[config.mk]
export PLATFORM = sky130hd
export DESIGN_NAME = rx_port_status_bist_regs
export DESIGN_NICKNAME = d
export VERILOG_FILES = /design/src/verilog/rx_status_pkg.sv /design/src/verilog/rx_status_regs.sv
export VERILOG_INCLUDE_DIRS = /design/src /design/src/verilog
export SDC_FILE = /design/constraint.sdc
export NUM_CORES = 1
export LEC_CHECK = 0
export BUFFER_PORTS_ARGS = -buffer_cell sky130_fd_sc_hd__buf_2
export CAP_MARGIN = 20
export CORE_MARGIN = 10
export CORE_UTILIZATION = 56
export DETAILED_ROUTE_END_ITERATION = 10
export GPL_TIMING_DRIVEN = 0
export PLACE_DENSITY = 0.85
export SYNTH_ARGS = -nofsm -noshare
export SYNTH_HDL_FRONTEND = slang
export SYNTH_SLANG_ARGS = --single-unit
[constraint.sdc]
create_clock -name clock -period 4 [get_ports clock]
set_input_delay 0.8 -clock clock [delete_from_list [all_inputs] [get_ports clock]]
set_output_delay 0.8 -clock clock [all_outputs]
set_load 0.01 [all_outputs]
[src/verilog/rx_status_cfg.svh]
// Register offsets, field positions, reset values and counts for the receive-port status bank.
// How it works
// RULE_01 - Self-test starts or stops from the enable bit in the self-test configuration.
// RULE_02 - Self-test configuration picks pixel clock or internal oscillator as test clock.
// RULE_03 - An active self-test raises the enable indication sent over the back channel.
// RULE_04 - The far serializer answers with a continuous pseudo-random stream at full speed; the model sends NB bits per enable, every third cycle if slow.
// RULE_05 - The far serializer checks every back-channel frame CRC and tracks errors; the model only counts frames whose enable is not a clean level.
// RULE_06 - Incoming pseudo-random bits are predicted and mismatches are flagged as errors.
// RULE_07 - Each receive port counts its self-test errors in a readable counter.
// RULE_08 - During self-test the pixel clock output comes from the internal link clock.
// RULE_09 - Range 0x4c-0x7f is paged: read select bits 5:4, write enables bits 1:0.
// RULE_10 - Test-mode range 0xd0-0xdf is duplicated per port under the same paging.
// RULE_11 - Both the local target port and the control channel reach every register.
// RULE_12 - Read-to-clear fields return their value and are cleared by that read.
// RULE_13 - Self-clearing bits drop to zero once their action has been launched.
// RULE_14 - Latched bits catch an event and hold it until software reads them.
// RULE_15 - Strap fields take their start value from the sampled configuration pin.
// RULE_16 - Primary status: port number 7:6, then crc, lock change, sequence, parity, pass, lock.
// RULE_17 - Secondary status: encode error bit 5, frequency stable bit 2, clock missing bit 1.
// RULE_18 - Low source register: parity 2, pass 1, lock 0; cleared by secondary read.
// RULE_19 - High source register: encode 2, sequence 1, crc 0; cleared like the low one.
// RULE_20 - Interrupt pin asserts only with port status, port enable and global enable.
// RULE_21 - Global status: bit 7 global, bit 1 port 1 pending, bit 0 port 0 pending.
// RULE_22 - With both write enables set a paged write updates both ports.
`ifndef RX_STATUS_CFG_SVH
`define RX_STATUS_CFG_SVH
`define ADDR_IRQ_CTRL 8'h23
`define ADDR_IRQ_STATUS 8'h24
`define ADDR_PAGE_SEL 8'h4c
`define ADDR_STS_PRI 8'h4d
`define ADDR_STS_SEC 8'h4e
`define ADDR_ERR_CNT 8'h57
`define ADDR_ST_CFG 8'hb3
`define ADDR_TEST_MODE 8'hd0
`define ADDR_ISR_HI 8'hda
`define ADDR_ISR_LO 8'hdb
`define PAGED_LO 8'h4c
`define PAGED_HI 8'h7f
`define PAGE_SEL_RESET 8'h01
`define IRQ_CTRL_RESET 8'h00
`define ST_CFG_RESET 8'h00
`define ST_EN_BIT 0
`define ST_OSC_BIT 1
`define ST_CLR_BIT 2
`define IRQ_GLOBAL_BIT 7
`define PRBS_PRIME_BITS 3'd7
`define ERR_CNT_MAX 8'hff
`define STRAP_FILL_EDGES 2'd3
`endif

[src/verilog/rx_status_pkg.sv]
// Types shared by the receive-port status bank and its users.
package rx_status_pkg;
    typedef logic [7:0] byte_t;
    // One register access request from either access path.
    typedef struct packed {
        logic rd;
        logic wr;
        logic [7:0] addr;
        logic [7:0] wdata;
    } reg_req_s;
    // Answer to a register access.
    typedef struct packed {
        logic valid;
        logic [7:0] rdata;
    } reg_rsp_s;
    // Live state and one-cycle events from one receive port.
    typedef struct packed {
        logic lock;
        logic pass;
        logic parity_err;
        logic crc_err;
        logic seq_err;
        logic enc_err;
        logic frequency_stable_flag;
        logic clk_missing;
        logic rx_bit;
        logic rx_bit_valid;
    } port_in_s;
endpackage

[src/verilog/rx_status_regs.sv]
// Receive-port status, interrupt source, paging and link self-test register bank.
`timescale 1ns/1ps
`include "rx_status_cfg.svh"
module rx_port_status_bist_regs
    import rx_status_pkg::*;
(
    input wire logic clock, // 40 MHz system clock.
    input wire logic rst, // Synchronous reset, active high.
    input wire reg_req_s loc_req, // Requests from the local serial target port.
    input wire reg_req_s rem_req, // Requests from the bidirectional control channel.
    input wire port_in_s [1:0] port_in, // Status and test bits of both receive ports.
    input wire logic strap_osc_pin, // Configuration pin choosing the test clock at startup.
    output reg_rsp_s loc_rsp_q, // Answer to the local port.
    output reg_rsp_s rem_rsp_q, // Answer to the control channel.
    output logic rem_busy_q, // High while a remote request waits; new ones are ignored.
    output logic selftest_req_q, // Self-test enable sent to the serializer.
    output logic test_clk_osc_q, // High selects the internal oscillator as test clock.
    output logic pclk_internal_q, // High drives the pixel clock from the link clock.
    output logic irq_pin_n_q // Interrupt pin, active low.
);
    // Access arbitration: local first, a colliding remote request waits until the local path is idle.
    logic pend_v_q;
    reg_req_s pend_q;
    wire loc_go = loc_req.rd | loc_req.wr;
    wire rem_go = (rem_req.rd | rem_req.wr) & ~pend_v_q;
    wire use_pend = ~loc_go & pend_v_q;
    wire use_rem = ~loc_go & ~pend_v_q & rem_go;
    wire reg_req_s acc = loc_go ? loc_req : (use_pend ? pend_q : rem_req);
    wire acc_go = loc_go | use_pend | use_rem;
    wire acc_rd = acc_go & acc.rd;
    wire acc_wr = acc_go & acc.wr;

    // Address match helper shared by the single-address decodes; the paged range uses its own compare.
    function automatic logic hit(input logic [7:0] a, input logic [7:0] r);
        hit = (a == r);
    endfunction

    // Paging and shared control registers.
    logic [7:0] page_q;
    logic [7:0] ictl_q;
    logic [7:0] cfg_q;
    logic [7:0] tm_q [2];
    wire rd_port = (page_q[5:4] == 2'b01); // RULE_09
    wire paged = (acc.addr >= `PAGED_LO && acc.addr <= `PAGED_HI)
        || (acc.addr[7:4] == 4'hd); // RULE_10
    wire wr_page = acc_wr && hit(acc.addr, `ADDR_PAGE_SEL);
    wire wr_ictl = acc_wr && hit(acc.addr, `ADDR_IRQ_CTRL);
    wire wr_cfg = acc_wr && hit(acc.addr, `ADDR_ST_CFG);
    wire rd_pri = acc_rd && hit(acc.addr, `ADDR_STS_PRI);
    wire rd_sec = acc_rd && hit(acc.addr, `ADDR_STS_SEC);

    // Strap pin passes three flops; the value is taken once two and three agree.
    // The fill count keeps the chain's reset zeros from being taken as the pin level.
    logic strap_s1_q, strap_s2_q, strap_s3_q, strap_done_q;
    logic [1:0] strap_fill_q;
    wire strap_ok = ~strap_done_q & (strap_fill_q == `STRAP_FILL_EDGES)
        & (strap_s2_q == strap_s3_q);

    // Per-port latched flags, source copies, self-test state.
    logic [1:0] crc_q, lchg_q, seq_q, par_q, enc_q, nclk_q;
    logic [1:0] lock_prev_q, pass_prev_q;
    logic [2:0] isr_lo_q [2];
    logic [2:0] isr_hi_q [2];
    logic [6:0] lfsr_q [2];
    logic [2:0] prime_q [2];
    logic [7:0] err_cnt_q [2];
    logic st_en_prev_q;
    logic [1:0] clr_pri, clr_sec, wr_en, lchg_ev, pchg_ev, miss_ev, port_assert;
    logic [1:0] pending;
    logic [1:0] bist_err;
    wire st_start = cfg_q[`ST_EN_BIT] & ~st_en_prev_q;
    wire cnt_clr = st_start | cfg_q[`ST_CLR_BIT];

    // Per-port decode of events, clears and write enables.
    always_comb
    begin
        for (int p = 0; p < 2; p++)
        begin
            clr_pri[p] = rd_pri && (rd_port == p[0]); // RULE_12
            clr_sec[p] = rd_sec && (rd_port == p[0]); // RULE_18 RULE_19
            wr_en[p] = acc_wr && paged && page_q[p]; // RULE_09 RULE_22
            lchg_ev[p] = port_in[p].lock ^ lock_prev_q[p];
            pchg_ev[p] = port_in[p].pass ^ pass_prev_q[p];
            miss_ev[p] = port_in[p].clk_missing;
            port_assert[p] = |{isr_lo_q[p], isr_hi_q[p]};
            pending[p] = port_assert[p] & ictl_q[p]; // RULE_21
            bist_err[p] = cfg_q[`ST_EN_BIT] && port_in[p].rx_bit_valid
                && (prime_q[p] == `PRBS_PRIME_BITS)
                && ((lfsr_q[p][6] ^ lfsr_q[p][5] ^ tm_q[p][0]) != port_in[p].rx_bit); // RULE_06
        end
    end

    // Read data selection; the paged range shows the port chosen by the read select.
    wire [7:0] sts_pri = {1'b0, rd_port, crc_q[rd_port], lchg_q[rd_port], seq_q[rd_port],
        par_q[rd_port], port_in[rd_port].pass, port_in[rd_port].lock}; // RULE_16
    wire [7:0] sts_sec = {2'b00, enc_q[rd_port], 2'b00,
        port_in[rd_port].frequency_stable_flag, nclk_q[rd_port], 1'b0}; // RULE_17
    wire [7:0] gsts = {ictl_q[`IRQ_GLOBAL_BIT] & |pending, 5'h00, pending}; // RULE_21
    wire [7:0] rdata =
        hit(acc.addr, `ADDR_IRQ_CTRL) ? ictl_q :
        hit(acc.addr, `ADDR_IRQ_STATUS) ? gsts :
        hit(acc.addr, `ADDR_PAGE_SEL) ? page_q :
        hit(acc.addr, `ADDR_STS_PRI) ? sts_pri :
        hit(acc.addr, `ADDR_STS_SEC) ? sts_sec :
        hit(acc.addr, `ADDR_ERR_CNT) ? err_cnt_q[rd_port] : // RULE_07
        hit(acc.addr, `ADDR_ST_CFG) ? cfg_q :
        hit(acc.addr, `ADDR_TEST_MODE) ? tm_q[rd_port] :
        hit(acc.addr, `ADDR_ISR_HI) ? {5'h00, isr_hi_q[rd_port]} : // RULE_19
        hit(acc.addr, `ADDR_ISR_LO) ? {5'h00, isr_lo_q[rd_port]} : // RULE_18
        8'h00;

    // Arbitration state and answers to both access paths.
    always_ff @(posedge clock)
    begin
        if (rst)
        begin
            pend_v_q <= 1'b0;
            pend_q <= '0;
            loc_rsp_q <= '0;
            rem_rsp_q <= '0;
            rem_busy_q <= 1'b0;
        end
        else
        begin
            pend_v_q <= (loc_go & rem_go) | (pend_v_q & loc_go); // RULE_11
            if (loc_go & rem_go)
                pend_q <= rem_req;
            loc_rsp_q <= '{valid: loc_go, rdata: loc_go && loc_req.rd ? rdata : 8'h00};
            rem_rsp_q <= '{valid: use_pend | use_rem,
                rdata: (use_pend | use_rem) && acc.rd ? rdata : 8'h00}; // RULE_11
            rem_busy_q <= (loc_go & rem_go) | (pend_v_q & loc_go);
        end
    end

    // Shared control registers, strap capture and self-test outputs.
    always_ff @(posedge clock)
    begin
        if (rst)
        begin
            page_q <= `PAGE_SEL_RESET;
            ictl_q <= `IRQ_CTRL_RESET;
            cfg_q <= `ST_CFG_RESET;
            strap_s1_q <= 1'b0;
            strap_s2_q <= 1'b0;
            strap_s3_q <= 1'b0;
            strap_done_q <= 1'b0;
            strap_fill_q <= 2'd0;
            st_en_prev_q <= 1'b0;
            selftest_req_q <= 1'b0;
            test_clk_osc_q <= 1'b0;
            pclk_internal_q <= 1'b0;
            irq_pin_n_q <= 1'b1;
        end
        else
        begin
            strap_s1_q <= strap_osc_pin;
            strap_s2_q <= strap_s1_q;
            strap_s3_q <= strap_s2_q;
            strap_done_q <= strap_done_q | strap_ok;
            if (strap_fill_q != `STRAP_FILL_EDGES)
                strap_fill_q <= strap_fill_q + 2'd1;
            if (wr_page)
                page_q <= acc.wdata;
            if (wr_ictl)
                ictl_q <= acc.wdata;
            if (wr_cfg)
                cfg_q <= acc.wdata;
            else
            begin
                cfg_q[`ST_CLR_BIT] <= 1'b0; // RULE_13
                if (strap_ok)
                    cfg_q[`ST_OSC_BIT] <= strap_s3_q; // RULE_15
            end
            st_en_prev_q <= cfg_q[`ST_EN_BIT];
            selftest_req_q <= cfg_q[`ST_EN_BIT]; // RULE_01 RULE_03
            test_clk_osc_q <= cfg_q[`ST_OSC_BIT]; // RULE_02
            pclk_internal_q <= cfg_q[`ST_EN_BIT]; // RULE_08
            irq_pin_n_q <= ~(ictl_q[`IRQ_GLOBAL_BIT] & |pending); // RULE_20
        end
    end

    // Per-port flags: an event in the clearing cycle wins over the clear.
    always_ff @(posedge clock)
    begin
        for (int p = 0; p < 2; p++)
        begin
            if (rst)
            begin
                crc_q[p] <= 1'b0;
                lchg_q[p] <= 1'b0;
                seq_q[p] <= 1'b0;
                par_q[p] <= 1'b0;
                enc_q[p] <= 1'b0;
                nclk_q[p] <= 1'b0;
                lock_prev_q[p] <= 1'b0;
                pass_prev_q[p] <= 1'b0;
                isr_lo_q[p] <= 3'h0;
                isr_hi_q[p] <= 3'h0;
                tm_q[p] <= 8'h00;
            end
            else
            begin
                lock_prev_q[p] <= port_in[p].lock;
                pass_prev_q[p] <= port_in[p].pass;
                crc_q[p] <= port_in[p].crc_err | (crc_q[p] & ~clr_pri[p]); // RULE_12
                lchg_q[p] <= lchg_ev[p] | (lchg_q[p] & ~clr_pri[p]); // RULE_14
                seq_q[p] <= port_in[p].seq_err | (seq_q[p] & ~clr_pri[p]);
                par_q[p] <= port_in[p].parity_err | (par_q[p] & ~clr_pri[p]);
                enc_q[p] <= port_in[p].enc_err | (enc_q[p] & ~clr_sec[p]);
                nclk_q[p] <= miss_ev[p] | (nclk_q[p] & ~clr_sec[p]); // RULE_14
                isr_lo_q[p] <= {port_in[p].parity_err, pchg_ev[p], lchg_ev[p]}
                    | (isr_lo_q[p] & {3{~clr_sec[p]}}); // RULE_18
                isr_hi_q[p] <= {port_in[p].enc_err, port_in[p].seq_err, port_in[p].crc_err}
                    | (isr_hi_q[p] & {3{~clr_sec[p]}}); // RULE_19
                if (wr_en[p] && hit(acc.addr, `ADDR_TEST_MODE))
                    tm_q[p] <= acc.wdata; // RULE_10 RULE_22
            end
        end
    end

    // Self-test pattern tracking and saturating error counters.
    always_ff @(posedge clock)
    begin
        for (int p = 0; p < 2; p++)
        begin
            if (rst)
            begin
                lfsr_q[p] <= 7'h00;
                prime_q[p] <= 3'h0;
                err_cnt_q[p] <= 8'h00;
            end
            else
            begin
                if (st_start)
                    prime_q[p] <= 3'h0;
                else if (port_in[p].rx_bit_valid && prime_q[p] != `PRBS_PRIME_BITS)
                    prime_q[p] <= prime_q[p] + 3'h1;
                if (port_in[p].rx_bit_valid)
                    lfsr_q[p] <= {lfsr_q[p][5:0], port_in[p].rx_bit}; // RULE_06
                if (cnt_clr)
                    err_cnt_q[p] <= 8'h00;
                else if (bist_err[p] && err_cnt_q[p] != `ERR_CNT_MAX)
                    err_cnt_q[p] <= err_cnt_q[p] + 8'h01; // RULE_07
            end
        end
    end
endmodule // rx_port_status_bist_regs

==> results_dict.tcl <==
set metrics [dict create \
    final_cells 1021 \
    arrival_ns 3.57 \
    layout_setup_ws_ns 0.7133 \
    crit_path_start_kind "input pin" \
    drt_pass1_iterations 5 \
    seq_area_um2 3523 \
    drt_iter0_markers 675 \
    synthArstFlopShare 0 \
    clkSlewWorstSetupHoldPaths_ns 0.06 \
    crit_required_ns 4.29 \
    cts.sinks 150 \
    worstMarginPinSlew_ns 0.8896 \
    post_cts_buffers 0 \
    synth_xor_area_frac 0.02968 \
    fmax_ghz 0.3043 \
    r2r_setup_slack_ns 0.87 \
    final_layout_size_suffix_gt1_frac 0.1790 \
    synth_fa_ha_area_frac 0.01237 \
    vdd_ir_drop_max_mv 0.2701 \
    setup-tns-final_ns 0 \
    grt_pass1_wl_um 31080 \
    n_antenna_cell 0 \
    crit_type "input pin to register" \
    hold_class "register to register" \
    cts_tree "yes" \
    totalWireLength_um 19750 \
    grt_max_degree 17 \
    ys_seq_elements 150 \
    utilization 0.6636 \
    rsz0062_at_grt "false" \
    area_delta_synth_final_pct 17.30 \
    setup_viol 0 \
    n_fill_cell 1019 \
    synth_top_flop_cell "dfxtp_1" \
    insertion_delay_ns 0.43 \
    cts_hold_buf 0 \
    cts-root-buf "clkbuf_16" \
    wl_per_cell_um 19.34 \
    die_w_um 132.5 \
    synth_top_family_by_area "simple AND/OR/NAND/NOR gates" \
    synth-simple-area-share 0.2177 \
    dp_cells 989 \
    io_buffers 80 \
    min_from "strap_s1_q" \
    io_pins 82 \
    die_area_um2 17540 \
    ff2ff_path_depth 8 \
    syn_area_um2 7082 \
    grt_usage 0.2230 \
    grt_pass1_vias 5951 \
    syn_avg_cell_area_um2 9.609 \
    muxShareOfSynthArea 0.08940 \
    whs_endpoint "strap_s2_q" \
    place_hpwl_um 14540 \
    cp_max_fo 10 \
    core_um2 12520 \
    synth_nets 803 \
    ant_nets 0 \
    viasPerCell 5.938 \
    multi_input_area_um2 3332 \
    synth_compound_area_frac 0.1214 \
    antenna_found_initial 0 \
    postSynthCellCount 737 \
    die_h_um 132.5 \
    maxSlewHeadroom 0.4029 \
    total_power_mw 3.664 \
    min_period_ns 3.287 \
    cts_max_level 4 \
    routabilityCongestion 0.9774 \
    clockBufferDepth 2 \
    grt_overflow 0 \
    leakagePower_nw 3.330 \
    slew_viol_final 0 \
    initial_core_util 0.5658 \
    ys_seq_area_frac 0.4975 \
    ys_warn_count 0 \
    num_vias 6063 \
    cts_buffers 17 \
    pre_cts_ws_ns 0.4760 \
    r2r-end "rem_rsp_q[3]" \
    drv_cap 0 \
    layout_worst_path_cycle_share 0.8217 \
    whs_path_depth 1 \
    cts_resized 0 \
    yosys.cell_types.count 71 \
    synth_edf_count 52 \
    power_density_nw_per_um2 441.1 \
    reg2reg_from "page_q[4]" \
    hold_viol_final 0 \
    nets 902 \
    drc 0 \
    fin_skew_ns 0.008454 \
    rows 41 \
    status "complete, no violations" \
    endpoint_kind "register" \
]
==> report_power, final <==
part | leakage, nW | switching (mW) | internal (mW) | total [mW]
sequential | 1.35 | 0.0417 | 1.65 | 1.69
clock | 0.301 | 0.647 | 0.974 | 1.62
combinational | 1.68 | 0.221 | 0.134 | 0.355
total | 3.33 | 0.909 | 2.76 | 3.66
==> metrics by stage <==
stage | area (µm²) | hold WS (ns)
final | 8307 | 0.4353
after global routing | 8307 | 0.4485
after CTS | 8307 | 0.4401
after detailed placement | 7697 | 0.4299
after global placement | 7697 | 0.4232
after floorplan | 7082 | 0.4138
==> cells in the final DEF (no fill, tap or decap), drive strengths merged, types with 13 or more instances in the layout <==
cell type and instances:
nand3 16, nor2 115, inv 13, mux2i 53, nor3 29, clkbuf 41
o21ai 20, a21oi 56, dfxtp 98, buf 97, nor2b 14, and2 21
nand4 14, edfxtp 52, nand2 81
==> worst max path at each step <==
stage,to,startpoint,cells after the start,slack [ns]
2_1_floorplan,rem_rsp_q[0],loc_req[16],10,1.18
3_3_place_gp,rem_rsp_q[4],loc_req[17],9,0.48
3_5_place_dp,rem_rsp_q[4],loc_req[17],9,0.48
4_1_cts,rem_rsp_q[4],loc_req[17],9,0.92
5_1_grt,rem_rsp_q[3],loc_req[17],10,0.67
6_report,rem_rsp_q[4],loc_req[17],9,0.71
==> routing by layer <==
metal,routed length [µm],vias up,track usage,share of wire
met5,0,-,0,0
met3,1583,57,0.05942,0.080
li1,-,2820,-,-
met1,7802,2886,0.2627,0.40
met4,802,0,0.1161,0.041
met2,9559,300,0.3660,0.48
==> layout make-up <==
type	instances	share of cell area
Multi-Input combinational cell	543	0.4011
Sequential cell	150	0.4242
Tap cell	172	0.02591
Clock buffer	21	0.06070
Clock inverter	11	0.01265
Inverter	7	0.003163
Timing Repair Buffer	80	0.04820
Buffer	37	0.02410
==> cells in the mapped netlist (9+ instances only) <==
cell | count | area (µm²)
nor2_1 | 114 | 427.9
dfxtp_1 | 98 | 1962
nand2_1 | 80 | 300.3
a21oi_1 | 56 | 280.3
edfxtp_1 | 52 | 1562
mux2i_1 | 52 | 520.5
nor3_1 | 26 | 130.1
and2_1 | 21 | 131.4
clkbuf_1 | 20 | 75.07
nand3_1 | 16 | 80.08
nor2b_1 | 14 | 87.58
nand4_1 | 12 | 75.07
o21ai_0 | 12 | 60.06
xnor2_1 | 12 | 105.1
xor2_1 | 12 | 105.1
a21o_1 | 9 | 67.56
==> state kept, by name, indices dropped and copies added (netlist names), 8 cells and up <==
| name | count |
|---|---|
| lfsr_q | 14 |
| pend_q | 18 |
| page_q | 8 |
| loc_rsp_q | 9 |
| err_cnt_q | 16 |
| ictl_q | 8 |
| tm_q | 16 |
| rem_rsp_q | 9 |
| cfg_q | 8 |
==> critical path: stages <==
cell	delay, ns
buf_2	0.12
or2_4	0.26
buf_6	0.14
o21ai_1	0.69
nand3_1	0.24
nor3_1	0.55
a21boi_0	0.19
a32oi_1	0.47
nor2_1	0.10
==> logic make-up (layout without fill, tap and decap cells) <==
logic type | Yosys count | count (layout)
xor+xnor | 24 | 24
compound gates | 132 | 132
fa+ha+maj | 7 | 7
simple gates | 322 | 322
mux | 58 | 58
flops | 150 | 150
buf+inv | 44 | 156
Note: power is estimated with default switching activity, not from simulation.
